==> src/rtl/coulomb_pkg.sv <==
// Purpose: Constants and register map for the coulomb counter and cell model.
// Assumes: 25 MHz clock, 32-bit classic Wishbone register access.
// Notes: Functional notes follow.
// Functional notes
// - Each conversion end adds the signed current result into the charge count.
// - Charge count spans zero to 409.6mVh in 6.25uVh steps, sixteen bits.
// - Hidden fraction bits sit below the count; software cannot reach them.
// - Accumulation saturates at the count maximum and at zero.
// - Positive current below 100uV is dropped before accumulation.
// - Any host write to the charge count clears the hidden fraction bits; a lone high-byte lane write only parks the byte and leaves them.
// - A count write requests an offset-correction conversion from the converter.
// - After a count write, accumulation restarts with the second following conversion.
// - Count is saved to nonvolatile memory periodically and restored at power-up.
// - The signed accumulation bias is added once per conversion cycle.
// - The accumulation bias is loaded from nonvolatile memory at power-up.
// - The accumulation bias bypasses current blanking.
// - Three curves, full, active empty and standby empty, of four segments.
// - Above 40C curves stay flat; segment four starts at 40C going colder.
// - Junction temperatures are 1C steps from -128C to +40C.
// - Segment slopes range zero to 15555ppm per degree in 61ppm steps.
// - Curves are rebuilt for the present temperature in whole-degree steps.
// - Points are normalised to full at 40C, held in 6.25uVh units.
// - Active empty at 40C is a 2^-10 fraction; standby empty there is zero.
// - Discharge below 25uV is blanked only while the blank enable is set.
// - Each conversion and accumulation step lasts 3.52s.
`default_nettype none
package coulomb_pkg;
  // Register byte offsets.
  localparam logic [7:0] OFS_COUNT  = 8'h00;
  localparam logic [7:0] OFS_BIAS   = 8'h04;
  localparam logic [7:0] OFS_CTRL   = 8'h08;
  localparam logic [7:0] OFS_TBP    = 8'h0C;
  localparam logic [7:0] OFS_SLP_FU = 8'h10;
  localparam logic [7:0] OFS_SLP_AE = 8'h14;
  localparam logic [7:0] OFS_SLP_SE = 8'h18;
  localparam logic [7:0] OFS_FULL40 = 8'h1C;
  localparam logic [7:0] OFS_AE40   = 8'h20;
  localparam logic [7:0] OFS_CAP_FU = 8'h24;
  localparam logic [7:0] OFS_CAP_AE = 8'h28;
  localparam logic [7:0] OFS_CAP_SE = 8'h2C;
  localparam logic [7:0] OFS_STAT   = 8'h30;
  // Accumulation: one current step per 3.52s is about 2^-12 of a count step.
  localparam int FRAC_W = 12;
  localparam logic signed [15:0] CHG_BLANK = 16'sh0040; // 100uV in 1.5625uV steps.
  localparam logic signed [15:0] DIS_BLANK = 16'sh0010; // 25uV in 1.5625uV steps.
  // Timing.
  localparam longint CLK_HZ       = 25000000;
  localparam longint CONV_TIME_MS = 3520;
  localparam int     CONV_CYCLES  = int'(CONV_TIME_MS * CLK_HZ / 1000);
  localparam int     SAVE_CONVS   = 16;
  // Cell model: normalised values in 2^-14 units, one slope step is about 61ppm.
  localparam logic [17:0]        ONE_FRAC = 18'h0_4000;
  localparam int                 AE_SHIFT = 4;
  localparam int                 PROD_LSB = 14;
  localparam logic signed [8:0]  TEMP_TOP = 9'sh028;
  localparam logic [15:0]        FULL40_RST = 16'h0000;
  typedef enum logic [1:0] {
    M_IDLE = 2'b00,
    M_WALK = 2'b01,
    M_DONE = 2'b10
  } model_state_type;
endpackage
`default_nettype wire

==> src/rtl/coulomb_counter.sv <==
// Purpose: Coulomb counter with blanking, bias, NV backup and temperature cell model.
// Assumes: Current and temperature inputs synchronous to mclk_i; NV memory answers with a load pulse.
// Notes: Registers reached over classic Wishbone; ack is registered, one wait state.
//
// Our own choices: the Wishbone interface to the registers and the placing of the registers.
`timescale 1ns/1ns
`default_nettype none
module coulomb_counter #(
  parameter int CONV_CYCLES = coulomb_pkg::CONV_CYCLES,
  parameter int SAVE_CONVS  = coulomb_pkg::SAVE_CONVS
) (
  // Clock and reset.
  input  wire logic        mclk_i,
  input  wire logic        rstn_i,
  // Wishbone slave.
  input  wire logic        wb_cyc_i,
  input  wire logic        wb_stb_i,
  input  wire logic        wb_we_i,
  input  wire logic [7:0]  wb_adr_i,
  input  wire logic [3:0]  wb_sel_i,
  input  wire logic [31:0] wb_dat_i,
  output logic      [31:0] wb_dat_o,
  output logic             wb_ack_o,
  // Converter and temperature.
  input  wire logic [15:0] cur_i,
  input  wire logic [7:0]  temp_i,
  output logic             offset_cal_o,
  // Nonvolatile parameter memory.
  input  wire logic        nv_load_i,
  input  wire logic [15:0] nv_count_i,
  input  wire logic [7:0]  nv_bias_i,
  output logic             nv_save_o,
  output logic      [15:0] nv_count_o
);
  localparam int ACC_W = 16 + coulomb_pkg::FRAC_W;

  typedef struct packed {
    logic [15:0]                    count;
    logic [coulomb_pkg::FRAC_W-1:0] frac;
    logic [7:0]                     hi_byte;
    logic [7:0]                     bias;
    logic                           discharge_blank_enable;
    logic [2:0][7:0]                tbp;
    logic [2:0][3:0][7:0]           slope;
    logic [15:0]                    full40;
    logic [9:0]                     ae40;
    logic [2:0][15:0]               cap;
    logic [31:0]                    conv_cnt;
    logic [15:0]                    save_cnt;
    logic                           skip;
    logic                           cal;
    logic                           save;
    coulomb_pkg::model_state_type   mst;
    logic signed [8:0]              deg;
    logic signed [8:0]              tgt;
    logic [2:0][17:0]               val;
    logic                           ack;
    logic [31:0]                    rdata;
  } state_type;

  state_type cur_ff;
  state_type nxt_ff;

  // Byte-lane merge for register writes.
  function automatic logic [31:0] merge(input logic [31:0] old, input logic [31:0] wd, input logic [3:0] sel);
    logic [31:0] r;
    r = old;
    for (int b = 0; b < 4; b++)
    begin
      if (sel[b])
      begin
        r[8*b +: 8] = wd[8*b +: 8];
      end
    end
    return r;
  endfunction

  // Segment index (0 = segment one) of the degree interval ending at d.
  function automatic logic [1:0] seg_of(input logic signed [8:0] d, input logic [2:0][7:0] tbp);
    logic [1:0] s;
    s = 2'd0;
    if (d >= $signed({tbp[2][7], tbp[2]}))
      s = 2'd3;
    else if (d >= $signed({tbp[1][7], tbp[1]}))
      s = 2'd2;
    else if (d >= $signed({tbp[0][7], tbp[0]}))
      s = 2'd1;
    return s;
  endfunction

  // Clamp a model value to the range zero to one.
  function automatic logic [17:0] clip(input logic signed [18:0] v);
    logic [17:0] r;
    r = v[17:0];
    if (v < 0)
      r = 18'h0_0000;
    else if (v > $signed({1'b0, coulomb_pkg::ONE_FRAC}))
      r = coulomb_pkg::ONE_FRAC;
    return r;
  endfunction

  // Bus decode and accumulation helpers, shared with the assertions.
  logic                    req;
  logic                    wr;
  logic                    commit;
  logic                    conv_end;
  logic                    blank;
  logic signed [15:0]      cur_s;
  logic signed [ACC_W+1:0] sum;
  logic [15:0]             wr_count;

  assign req    = wb_cyc_i && wb_stb_i && !cur_ff.ack;
  assign wr     = req && wb_we_i;
  assign cur_s  = $signed(cur_i);
  assign conv_end = (cur_ff.conv_cnt == 32'(CONV_CYCLES - 1));
  // A low-byte lane write completes the count; a lone high lane only parks the byte.
  assign commit   = wr && (wb_adr_i == coulomb_pkg::OFS_COUNT) && wb_sel_i[0];
  assign wr_count = {wb_sel_i[1] ? wb_dat_i[15:8] : cur_ff.hi_byte, wb_dat_i[7:0]};

  // Blanking acts on the measured current only; the bias is added afterwards.
  always_comb
  begin
    blank = 1'b0;
    if (cur_s > 16'sh0000 && cur_s < coulomb_pkg::CHG_BLANK)
      blank = 1'b1;
    if (cur_ff.discharge_blank_enable && cur_s < 16'sh0000 && cur_s > -coulomb_pkg::DIS_BLANK)
      blank = 1'b1;
    sum = $signed({2'b00, cur_ff.count, cur_ff.frac})
        + $signed({{14{cur_s[15] && !blank}}, blank ? 16'h0000 : cur_i})
        + $signed({{22{cur_ff.bias[7]}}, cur_ff.bias});
  end

  // Next-state logic for the whole block.
  always_comb
  begin
    logic [33:0] prod;
    logic [1:0]  s;
    logic signed [8:0] d1;
    logic [31:0] mrg;
    mrg    = 32'h0000_0000;
    prod   = 34'h0_0000_0000;
    s      = 2'd0;
    d1     = 9'sh000;
    nxt_ff = cur_ff;
    nxt_ff.cal  = 1'b0;
    nxt_ff.save = 1'b0;
    nxt_ff.ack  = req;

    // Conversion timer; a count write restarts the conversion sequence.
    if (commit || conv_end)
      nxt_ff.conv_cnt = 32'h0000_0000;
    else
      nxt_ff.conv_cnt = cur_ff.conv_cnt + 32'h0000_0001;

    // Accumulation with saturation; the offset conversion after a write is skipped.
    if (conv_end)
    begin
      if (cur_ff.skip)
        nxt_ff.skip = 1'b0;
      else if (sum < 0)
        {nxt_ff.count, nxt_ff.frac} = '0;
      else if (sum[ACC_W+1:ACC_W] != 2'b00)
        {nxt_ff.count, nxt_ff.frac} = '1;
      else
        {nxt_ff.count, nxt_ff.frac} = sum[ACC_W-1:0];
      if (cur_ff.save_cnt == 16'(SAVE_CONVS - 1))
      begin
        nxt_ff.save_cnt = 16'h0000;
        nxt_ff.save     = 1'b1;
      end
      else
        nxt_ff.save_cnt = cur_ff.save_cnt + 16'h0001;
    end

    // Register writes.
    if (wr)
    begin
      case (wb_adr_i)
        coulomb_pkg::OFS_COUNT:
        begin
          if (wb_sel_i[1] && !wb_sel_i[0])
            nxt_ff.hi_byte = wb_dat_i[15:8];
          if (commit)
          begin
            nxt_ff.count = wr_count;
            nxt_ff.frac  = '0;
            nxt_ff.skip  = 1'b1;
            nxt_ff.cal   = 1'b1;
          end
        end
        coulomb_pkg::OFS_BIAS:
        begin
          mrg         = merge({24'h00_0000, cur_ff.bias}, wb_dat_i, wb_sel_i);
          nxt_ff.bias = mrg[7:0];
        end
        coulomb_pkg::OFS_CTRL:
        begin
          mrg         = merge({31'h0, cur_ff.discharge_blank_enable}, wb_dat_i, wb_sel_i);
          nxt_ff.discharge_blank_enable = mrg[0];
        end
        coulomb_pkg::OFS_TBP:
        begin
          mrg        = merge({8'h00, cur_ff.tbp}, wb_dat_i, wb_sel_i);
          nxt_ff.tbp = mrg[23:0];
        end
        coulomb_pkg::OFS_SLP_FU: nxt_ff.slope[0] = merge(cur_ff.slope[0], wb_dat_i, wb_sel_i);
        coulomb_pkg::OFS_SLP_AE: nxt_ff.slope[1] = merge(cur_ff.slope[1], wb_dat_i, wb_sel_i);
        coulomb_pkg::OFS_SLP_SE: nxt_ff.slope[2] = merge(cur_ff.slope[2], wb_dat_i, wb_sel_i);
        coulomb_pkg::OFS_FULL40:
        begin
          mrg           = merge({16'h0, cur_ff.full40}, wb_dat_i, wb_sel_i);
          nxt_ff.full40 = mrg[15:0];
        end
        coulomb_pkg::OFS_AE40:
        begin
          mrg         = merge({22'h0, cur_ff.ae40}, wb_dat_i, wb_sel_i);
          nxt_ff.ae40 = mrg[9:0];
        end
        default:                 nxt_ff.hi_byte = cur_ff.hi_byte;
      endcase
    end

    // Power-up restore from NV memory wins over everything else.
    if (nv_load_i)
    begin
      nxt_ff.count = nv_count_i;
      nxt_ff.frac  = '0;
      nxt_ff.bias  = nv_bias_i;
    end

    // Register reads; unmapped offsets read zero.
    nxt_ff.rdata = 32'h0000_0000;
    case (wb_adr_i)
      coulomb_pkg::OFS_COUNT:  nxt_ff.rdata = {16'h0000, cur_ff.count};
      coulomb_pkg::OFS_BIAS:   nxt_ff.rdata = {24'h00_0000, cur_ff.bias};
      coulomb_pkg::OFS_CTRL:   nxt_ff.rdata = {31'h0, cur_ff.discharge_blank_enable};
      coulomb_pkg::OFS_TBP:    nxt_ff.rdata = {8'h00, cur_ff.tbp};
      coulomb_pkg::OFS_SLP_FU: nxt_ff.rdata = cur_ff.slope[0];
      coulomb_pkg::OFS_SLP_AE: nxt_ff.rdata = cur_ff.slope[1];
      coulomb_pkg::OFS_SLP_SE: nxt_ff.rdata = cur_ff.slope[2];
      coulomb_pkg::OFS_FULL40: nxt_ff.rdata = {16'h0000, cur_ff.full40};
      coulomb_pkg::OFS_AE40:   nxt_ff.rdata = {22'h0, cur_ff.ae40};
      coulomb_pkg::OFS_CAP_FU: nxt_ff.rdata = {16'h0000, cur_ff.cap[0]};
      coulomb_pkg::OFS_CAP_AE: nxt_ff.rdata = {16'h0000, cur_ff.cap[1]};
      coulomb_pkg::OFS_CAP_SE: nxt_ff.rdata = {16'h0000, cur_ff.cap[2]};
      coulomb_pkg::OFS_STAT:   nxt_ff.rdata = {30'h0, cur_ff.mst != coulomb_pkg::M_IDLE, cur_ff.skip};
      default:                 nxt_ff.rdata = 32'h0000_0000;
    endcase

    // Cell model walk: one degree per clock from 40C down to the present temperature.
    case (cur_ff.mst)
      coulomb_pkg::M_IDLE:
      begin
        if (conv_end)
        begin
          nxt_ff.tgt    = $signed({temp_i[7], temp_i});
          nxt_ff.deg    = coulomb_pkg::TEMP_TOP;
          nxt_ff.val[0] = coulomb_pkg::ONE_FRAC;
          nxt_ff.val[1] = 18'({cur_ff.ae40, 4'h0});
          nxt_ff.val[2] = 18'h0_0000;
          nxt_ff.mst    = coulomb_pkg::M_WALK;
        end
      end
      coulomb_pkg::M_WALK:
      begin
        if (cur_ff.deg > cur_ff.tgt)
        begin
          d1 = cur_ff.deg - 9'sh001;
          s  = seg_of(d1, cur_ff.tbp);
          // Full shrinks when colder while both empty points rise.
          nxt_ff.val[0] = clip($signed({1'b0, cur_ff.val[0]}) - $signed({11'h0, cur_ff.slope[0][s]}));
          nxt_ff.val[1] = clip($signed({1'b0, cur_ff.val[1]}) + $signed({11'h0, cur_ff.slope[1][s]}));
          nxt_ff.val[2] = clip($signed({1'b0, cur_ff.val[2]}) + $signed({11'h0, cur_ff.slope[2][s]}));
          nxt_ff.deg    = d1;
        end
        else
          nxt_ff.mst = coulomb_pkg::M_DONE;
      end
      coulomb_pkg::M_DONE:
      begin
        for (int k = 0; k < 3; k++)
        begin
          prod = cur_ff.full40 * cur_ff.val[k];
          nxt_ff.cap[k] = prod[coulomb_pkg::PROD_LSB +: 16];
        end
        nxt_ff.mst = coulomb_pkg::M_IDLE;
      end
      default: nxt_ff.mst = coulomb_pkg::M_IDLE;
    endcase
  end

  // State register; all control state has a constant reset value.
  always_ff @(posedge mclk_i or negedge rstn_i)
  begin
    if (!rstn_i)
    begin
      cur_ff        <= '0;
      cur_ff.full40 <= coulomb_pkg::FULL40_RST;
      cur_ff.mst    <= coulomb_pkg::M_IDLE;
    end
    else
      cur_ff <= nxt_ff;
  end

  // Outputs straight from flip-flops.
  assign wb_ack_o     = cur_ff.ack;
  assign wb_dat_o     = cur_ff.rdata;
  assign offset_cal_o = cur_ff.cal;
  assign nv_save_o    = cur_ff.save;
  assign nv_count_o   = cur_ff.count;

  logic quiet;
  assign quiet = conv_end && !cur_ff.skip && !commit && !nv_load_i;
endmodule
`default_nettype wire

==> config.mk <==
export PLATFORM = sky130hd
export DESIGN_NAME = coulomb_counter
export DESIGN_NICKNAME = d
export VERILOG_FILES = /design/src/rtl/coulomb_pkg.sv /design/src/rtl/coulomb_counter.sv
export SDC_FILE = /design/constraint.sdc
export NUM_CORES = 2
export LEC_CHECK = 0
export BUFFER_PORTS_ARGS = -buffer_cell sky130_fd_sc_hd__buf_2
export CAP_MARGIN = 20
export CORE_AREA = 3 3 443 226
export CTS_BUF_LIST = sky130_fd_sc_hd__clkbuf_16
export CTS_CLUSTER_SIZE = 28
export DETAILED_ROUTE_END_ITERATION = 10
export DIE_AREA = 0 0 446 229
export GPL_TIMING_DRIVEN = 0
export PLACE_DENSITY = 0.72
export SLEW_MARGIN = 20
export SYNTH_ARGS = -nofsm -noshare
export SYNTH_HDL_FRONTEND = slang
export SYNTH_SLANG_ARGS = --single-unit
==> constraint.sdc <==
create_clock -name mclk_i -period 7 [get_ports mclk_i]
set_input_delay 1.4 -clock mclk_i [delete_from_list [all_inputs] [get_ports mclk_i]]
set_output_delay 1.4 -clock mclk_i [all_outputs]
set_load 0.005 [all_outputs]
==> flow_metrics.env <==
export IMPL_run_status="complete, no violations"
export IMPL_slew_headroom_pct=19.4
export IMPL_core_rowCount=81
export IMPL_gr_usage_all_layers_pct=34.8
export IMPL_synth_cells=5149
export IMPL_drt_first_iter_violations=5113
export IMPL_hold_wc_path_type="reg -> reg"
export IMPL_syn_nets=6266
export IMPL_yosys_warnings=0
export IMPL_synth_edf_count=0
export IMPL_antenna_found_initial=13
export IMPL_netlist_area_um2=48100
export IMPL_grt_pass1_wl_um=262000
export IMPL_synth_seq_cells=396
export IMPL_synth_avg_cell_area_um2=9.35
export IMPL_number_of_distinct_library_cells_after_synthesis=76
export IMPL_detailed_routing_iteration_count_for_the_pre_antenna_repair_pass=8
export IMPL_initial_utilization_pct=49.7
export IMPL_synth_flop_cell="sky130_fd_sc_hd__dfrtp_1"
export IMPL_fin_crit_ns=6.88
export IMPL_clockRootBuffer="sky130_fd_sc_hd__clkbuf_16"
export IMPL_finalWorstSetupSlack_ns=0.121
export IMPL_route_antenna_remaining_nets=0
export IMPL_timing_max_cap_violations=0
export IMPL_cell_area_reported_after_detailed_placement_um2=50700
export IMPL_finalWirelength_um=178000
export IMPL_cts_num_sinks=396
export IMPL_worst_endpoint_arrival_ns=7.30
export IMPL_die_x_um=446
export IMPL_routed_via_count=39807
export IMPL_drcViolationCount=0
export IMPL_yosysTopAreaCellShare_pct=28.3
export IMPL_critical_path_endpoint="cur_ff[193]"
export IMPL_layout_skew_ns=0.0444
export IMPL_synth_seq_area_share_pct=20.6
export IMPL_worst_skew_pair_late_latency_ns=0.61
export IMPL_design_area_um2=53200
export IMPL_worst_r2r_cell_count=23
export IMPL_setup_worst_path_start_class="flop"
export IMPL_pin_count=149
export IMPL_clk_transition_reported_paths_ns=0.07
export IMPL_grt_start_max_net_pins=89
export IMPL_crit_path_start="cur_ff[221]"
export IMPL_hold_viol_final=0
export IMPL_unrepaired_setup_endpoints_after_global_routing="yes"
export IMPL_route_detailed_vias_per_inst=5.96
export IMPL_tritoncts_clock_tree="yes"
export IMPL_syn2layout_area_growth_pct=10.5
export IMPL_worstReg2RegEnd="cur_ff[193]"
export IMPL_worstHoldPathCells=1
export IMPL_cts_buffers_inserted=39
export IMPL_place_port_buffers=147
export IMPL_async_reset_ff_share_pct=100
export IMPL_worst_r2r_startpoint="cur_ff[221]"
export IMPL_drive_above_1_share_pct=14.6
export IMPL_chipHeight_um=229
export IMPL_routedWlPerCell_um=26.6
export IMPL_fp_dieArea_um2=102000
export IMPL_worstPathMaxFanout=11
export IMPL_dpl_worst_slack_ns=-1.98
export IMPL_worst_r2r_setup_slack_ns=0.12
export IMPL_path_class="reg -> reg"
export IMPL_grt_overflow_total=0
export IMPL_synth_largest_area_cell="sky130_fd_sc_hd__fa_1"
export IMPL_globalplace_congestion=1.01
export IMPL_achievable_frequency_mhz=145
export IMPL_htreeDepth=2
export IMPL_first_global_vias=38737
export IMPL_min_period_over_period_pct=98.3
export IMPL_dpl_hpwl_um=147000
export IMPL_worstMarginPinSlew_ns=1.20
export IMPL_worst_endpoint_required_ns=7.42
export IMPL_critical_path_endpoint_type="flop"
export IMPL_floorplan_core_area_um2=96900
export IMPL_final_nets=6474
export IMPL_power_leakage_nw=25.4
export IMPL_clock_path_buffers=3
export IMPL_setup_violations_final=0
export IMPL_final_max_slew_viol_count=0
export IMPL_power_density_nw_per_um2=105
export IMPL_synthTopCellsByArea="sky130_fd_sc_hd__fa_1 28%, sky130_fd_sc_hd__dfrtp_1 21%, sky130_fd_sc_hd__ha_1 8.8%"
export IMPL_worst_ir_drop_vdd_mv=0.197
[cells in the mapped netlist, drive strengths merged (22+ instances only)]
library cell / number
a21o: 54
a21oi: 131
a221oi: 27
a22o: 32
a22oi: 33
and2: 316
and3: 32
buf: 63
clkbuf: 247
dfrtp: 396
fa: 681
ha: 338
inv: 805
mux2: 225
mux2i: 31
nand2: 779
nand2b: 30
nand3: 66
nand4: 31
nor2: 146
nor2b: 31
nor3: 42
o21a: 22
o21ai: 162
o31ai: 26
xnor2: 88
xor2: 69
[power by group]
| part | internal, W | switching, W |
|---|---|---|
| Clock | 0.00124 | 0.00108 |
| Combinational | 0.000326 | 0.000555 |
| Sequential | 0.00233 | 0.0000683 |
[metal layers]
metal,GRT usage (%),wire length (um),vias to the layer above
li1,-,-,16863
met1,53.9,78600,20020
met2,39.9,60500,2651
met3,22.0,35000,259
met4,4.78,3250,14
met5,0.467,268,-
[worst max-delay path, cell delays in order, from the launching register on]
cell and delay (ns):
sky130_fd_sc_hd__dfrtp_4 0.67, sky130_fd_sc_hd__clkbuf_4 0.38, sky130_fd_sc_hd__nand2_1 0.11, sky130_fd_sc_hd__fa_1 0.51, sky130_fd_sc_hd__inv_1 0.05, sky130_fd_sc_hd__fa_1 0.49, sky130_fd_sc_hd__inv_1 0.06, sky130_fd_sc_hd__fa_1 0.48
sky130_fd_sc_hd__fa_1 0.56, sky130_fd_sc_hd__inv_1 0.06, sky130_fd_sc_hd__fa_1 0.50, sky130_fd_sc_hd__inv_1 0.06, sky130_fd_sc_hd__fa_1 0.49, sky130_fd_sc_hd__inv_1 0.05, sky130_fd_sc_hd__ha_1 0.32, sky130_fd_sc_hd__nand4_1 0.13
sky130_fd_sc_hd__a21oi_1 0.06, sky130_fd_sc_hd__o2bb2ai_2 0.24, sky130_fd_sc_hd__o31a_1 0.40, sky130_fd_sc_hd__a21oi_1 0.27, sky130_fd_sc_hd__nor2b_1 0.08, sky130_fd_sc_hd__nor2_1 0.11, sky130_fd_sc_hd__xor2_1 0.46, sky130_fd_sc_hd__o21ai_0 0.17
[how the worst min path moves through the flow]
stage	start	to	slack, ns
CTS	wb_ack_o	wb_ack_o	0.45
floorplan	cur_ff[125]	cur_ff[125]	0.44
global placement	wb_ack_o	wb_ack_o	0.43
finish	wb_ack_o	wb_ack_o	0.45
detailed placement	wb_ack_o	wb_ack_o	0.44
global route	wb_ack_o	wb_ack_o	0.47
[area by class of cell]
class,instances,area [um^2]
clock inverter,32,368
tap,1286,1610
timing repair buffer,184,1160
inverter,805,3030
fill,8766,43700
multi-input combinational,3638,34300
clock buffer,39,976
buffer,293,1760
antenna,4,10.0
sequential,396,9960
[registers in the layout, summed over array words and instances, names as in the netlist]
name / count
cur_ff: 345
nv_count_o: 16
nv_save_o: 1
offset_cal_o: 1
wb_ack_o: 1
wb_dat_o: 32
[cell usage in the layout (no fill, tap or decap), drive strengths merged, types with 19 or more instances in the layout]
cell type	n
dfrtp	396
xnor2	88
nand2b	30
a221oi	27
mux2i	31
nor2	146
nor3	42
nand4	31
a22oi	33
o21a	22
o21ai	162
or3	21
mux2	225
a21oi	131
a22o	32
nand3	66
nand2	779
o211ai	19
fa	681
nor2b	31
and2	316
clkbuf	233
a21o	54
o31ai	26
xor2	69
a222oi	21
and3	32
buf	283
nor4	19
ha	338
inv	810
[metrics by stage]
step	std cells	total power (W)	utilization (%)	TNS, ns	hold slack [ns]
finish	6677	0.00560	54.9	0	0.454
global route	6673	0.00577	54.9	-0.0205	0.472
CTS	6661	0.00556	54.2	0	0.454
detailed placement	6590	0.00326	52.3	-109.25	0.444
global placement	6582	0.00325	52.1	-1532.19	0.428
floorplan	5149	0.00293	-	0	0.443
[logic make-up (layout without fill, tap and decap cells)]
| group | count (synthesis) | after routing | share of synthesized area, % |
|---|---|---|---|
| compound gates | 643 | 643 | 8.96 |
| xor+xnor | 157 | 157 | 2.86 |
| fa+ha+maj | 1019 | 1019 | 37.1 |
| buf+inv | 1115 | 1353 | 9.10 |
| flops | 396 | 396 | 20.6 |
| mux | 256 | 256 | 5.91 |
| other cells | 0 | 4 | 0 |
| simple gates | 1563 | 1563 | 15.5 |
[what timing repair did]
action / in CTS / in global routing
setup buffers: 11 / 17
pin swaps: 5 / 12
gates cloned: 0 / 1
hold buffers: 0 / 0
endpoints found under the setup margin: 93 / 95
gates resized for setup: 196 / 272
(Power assumes the default switching activity.)
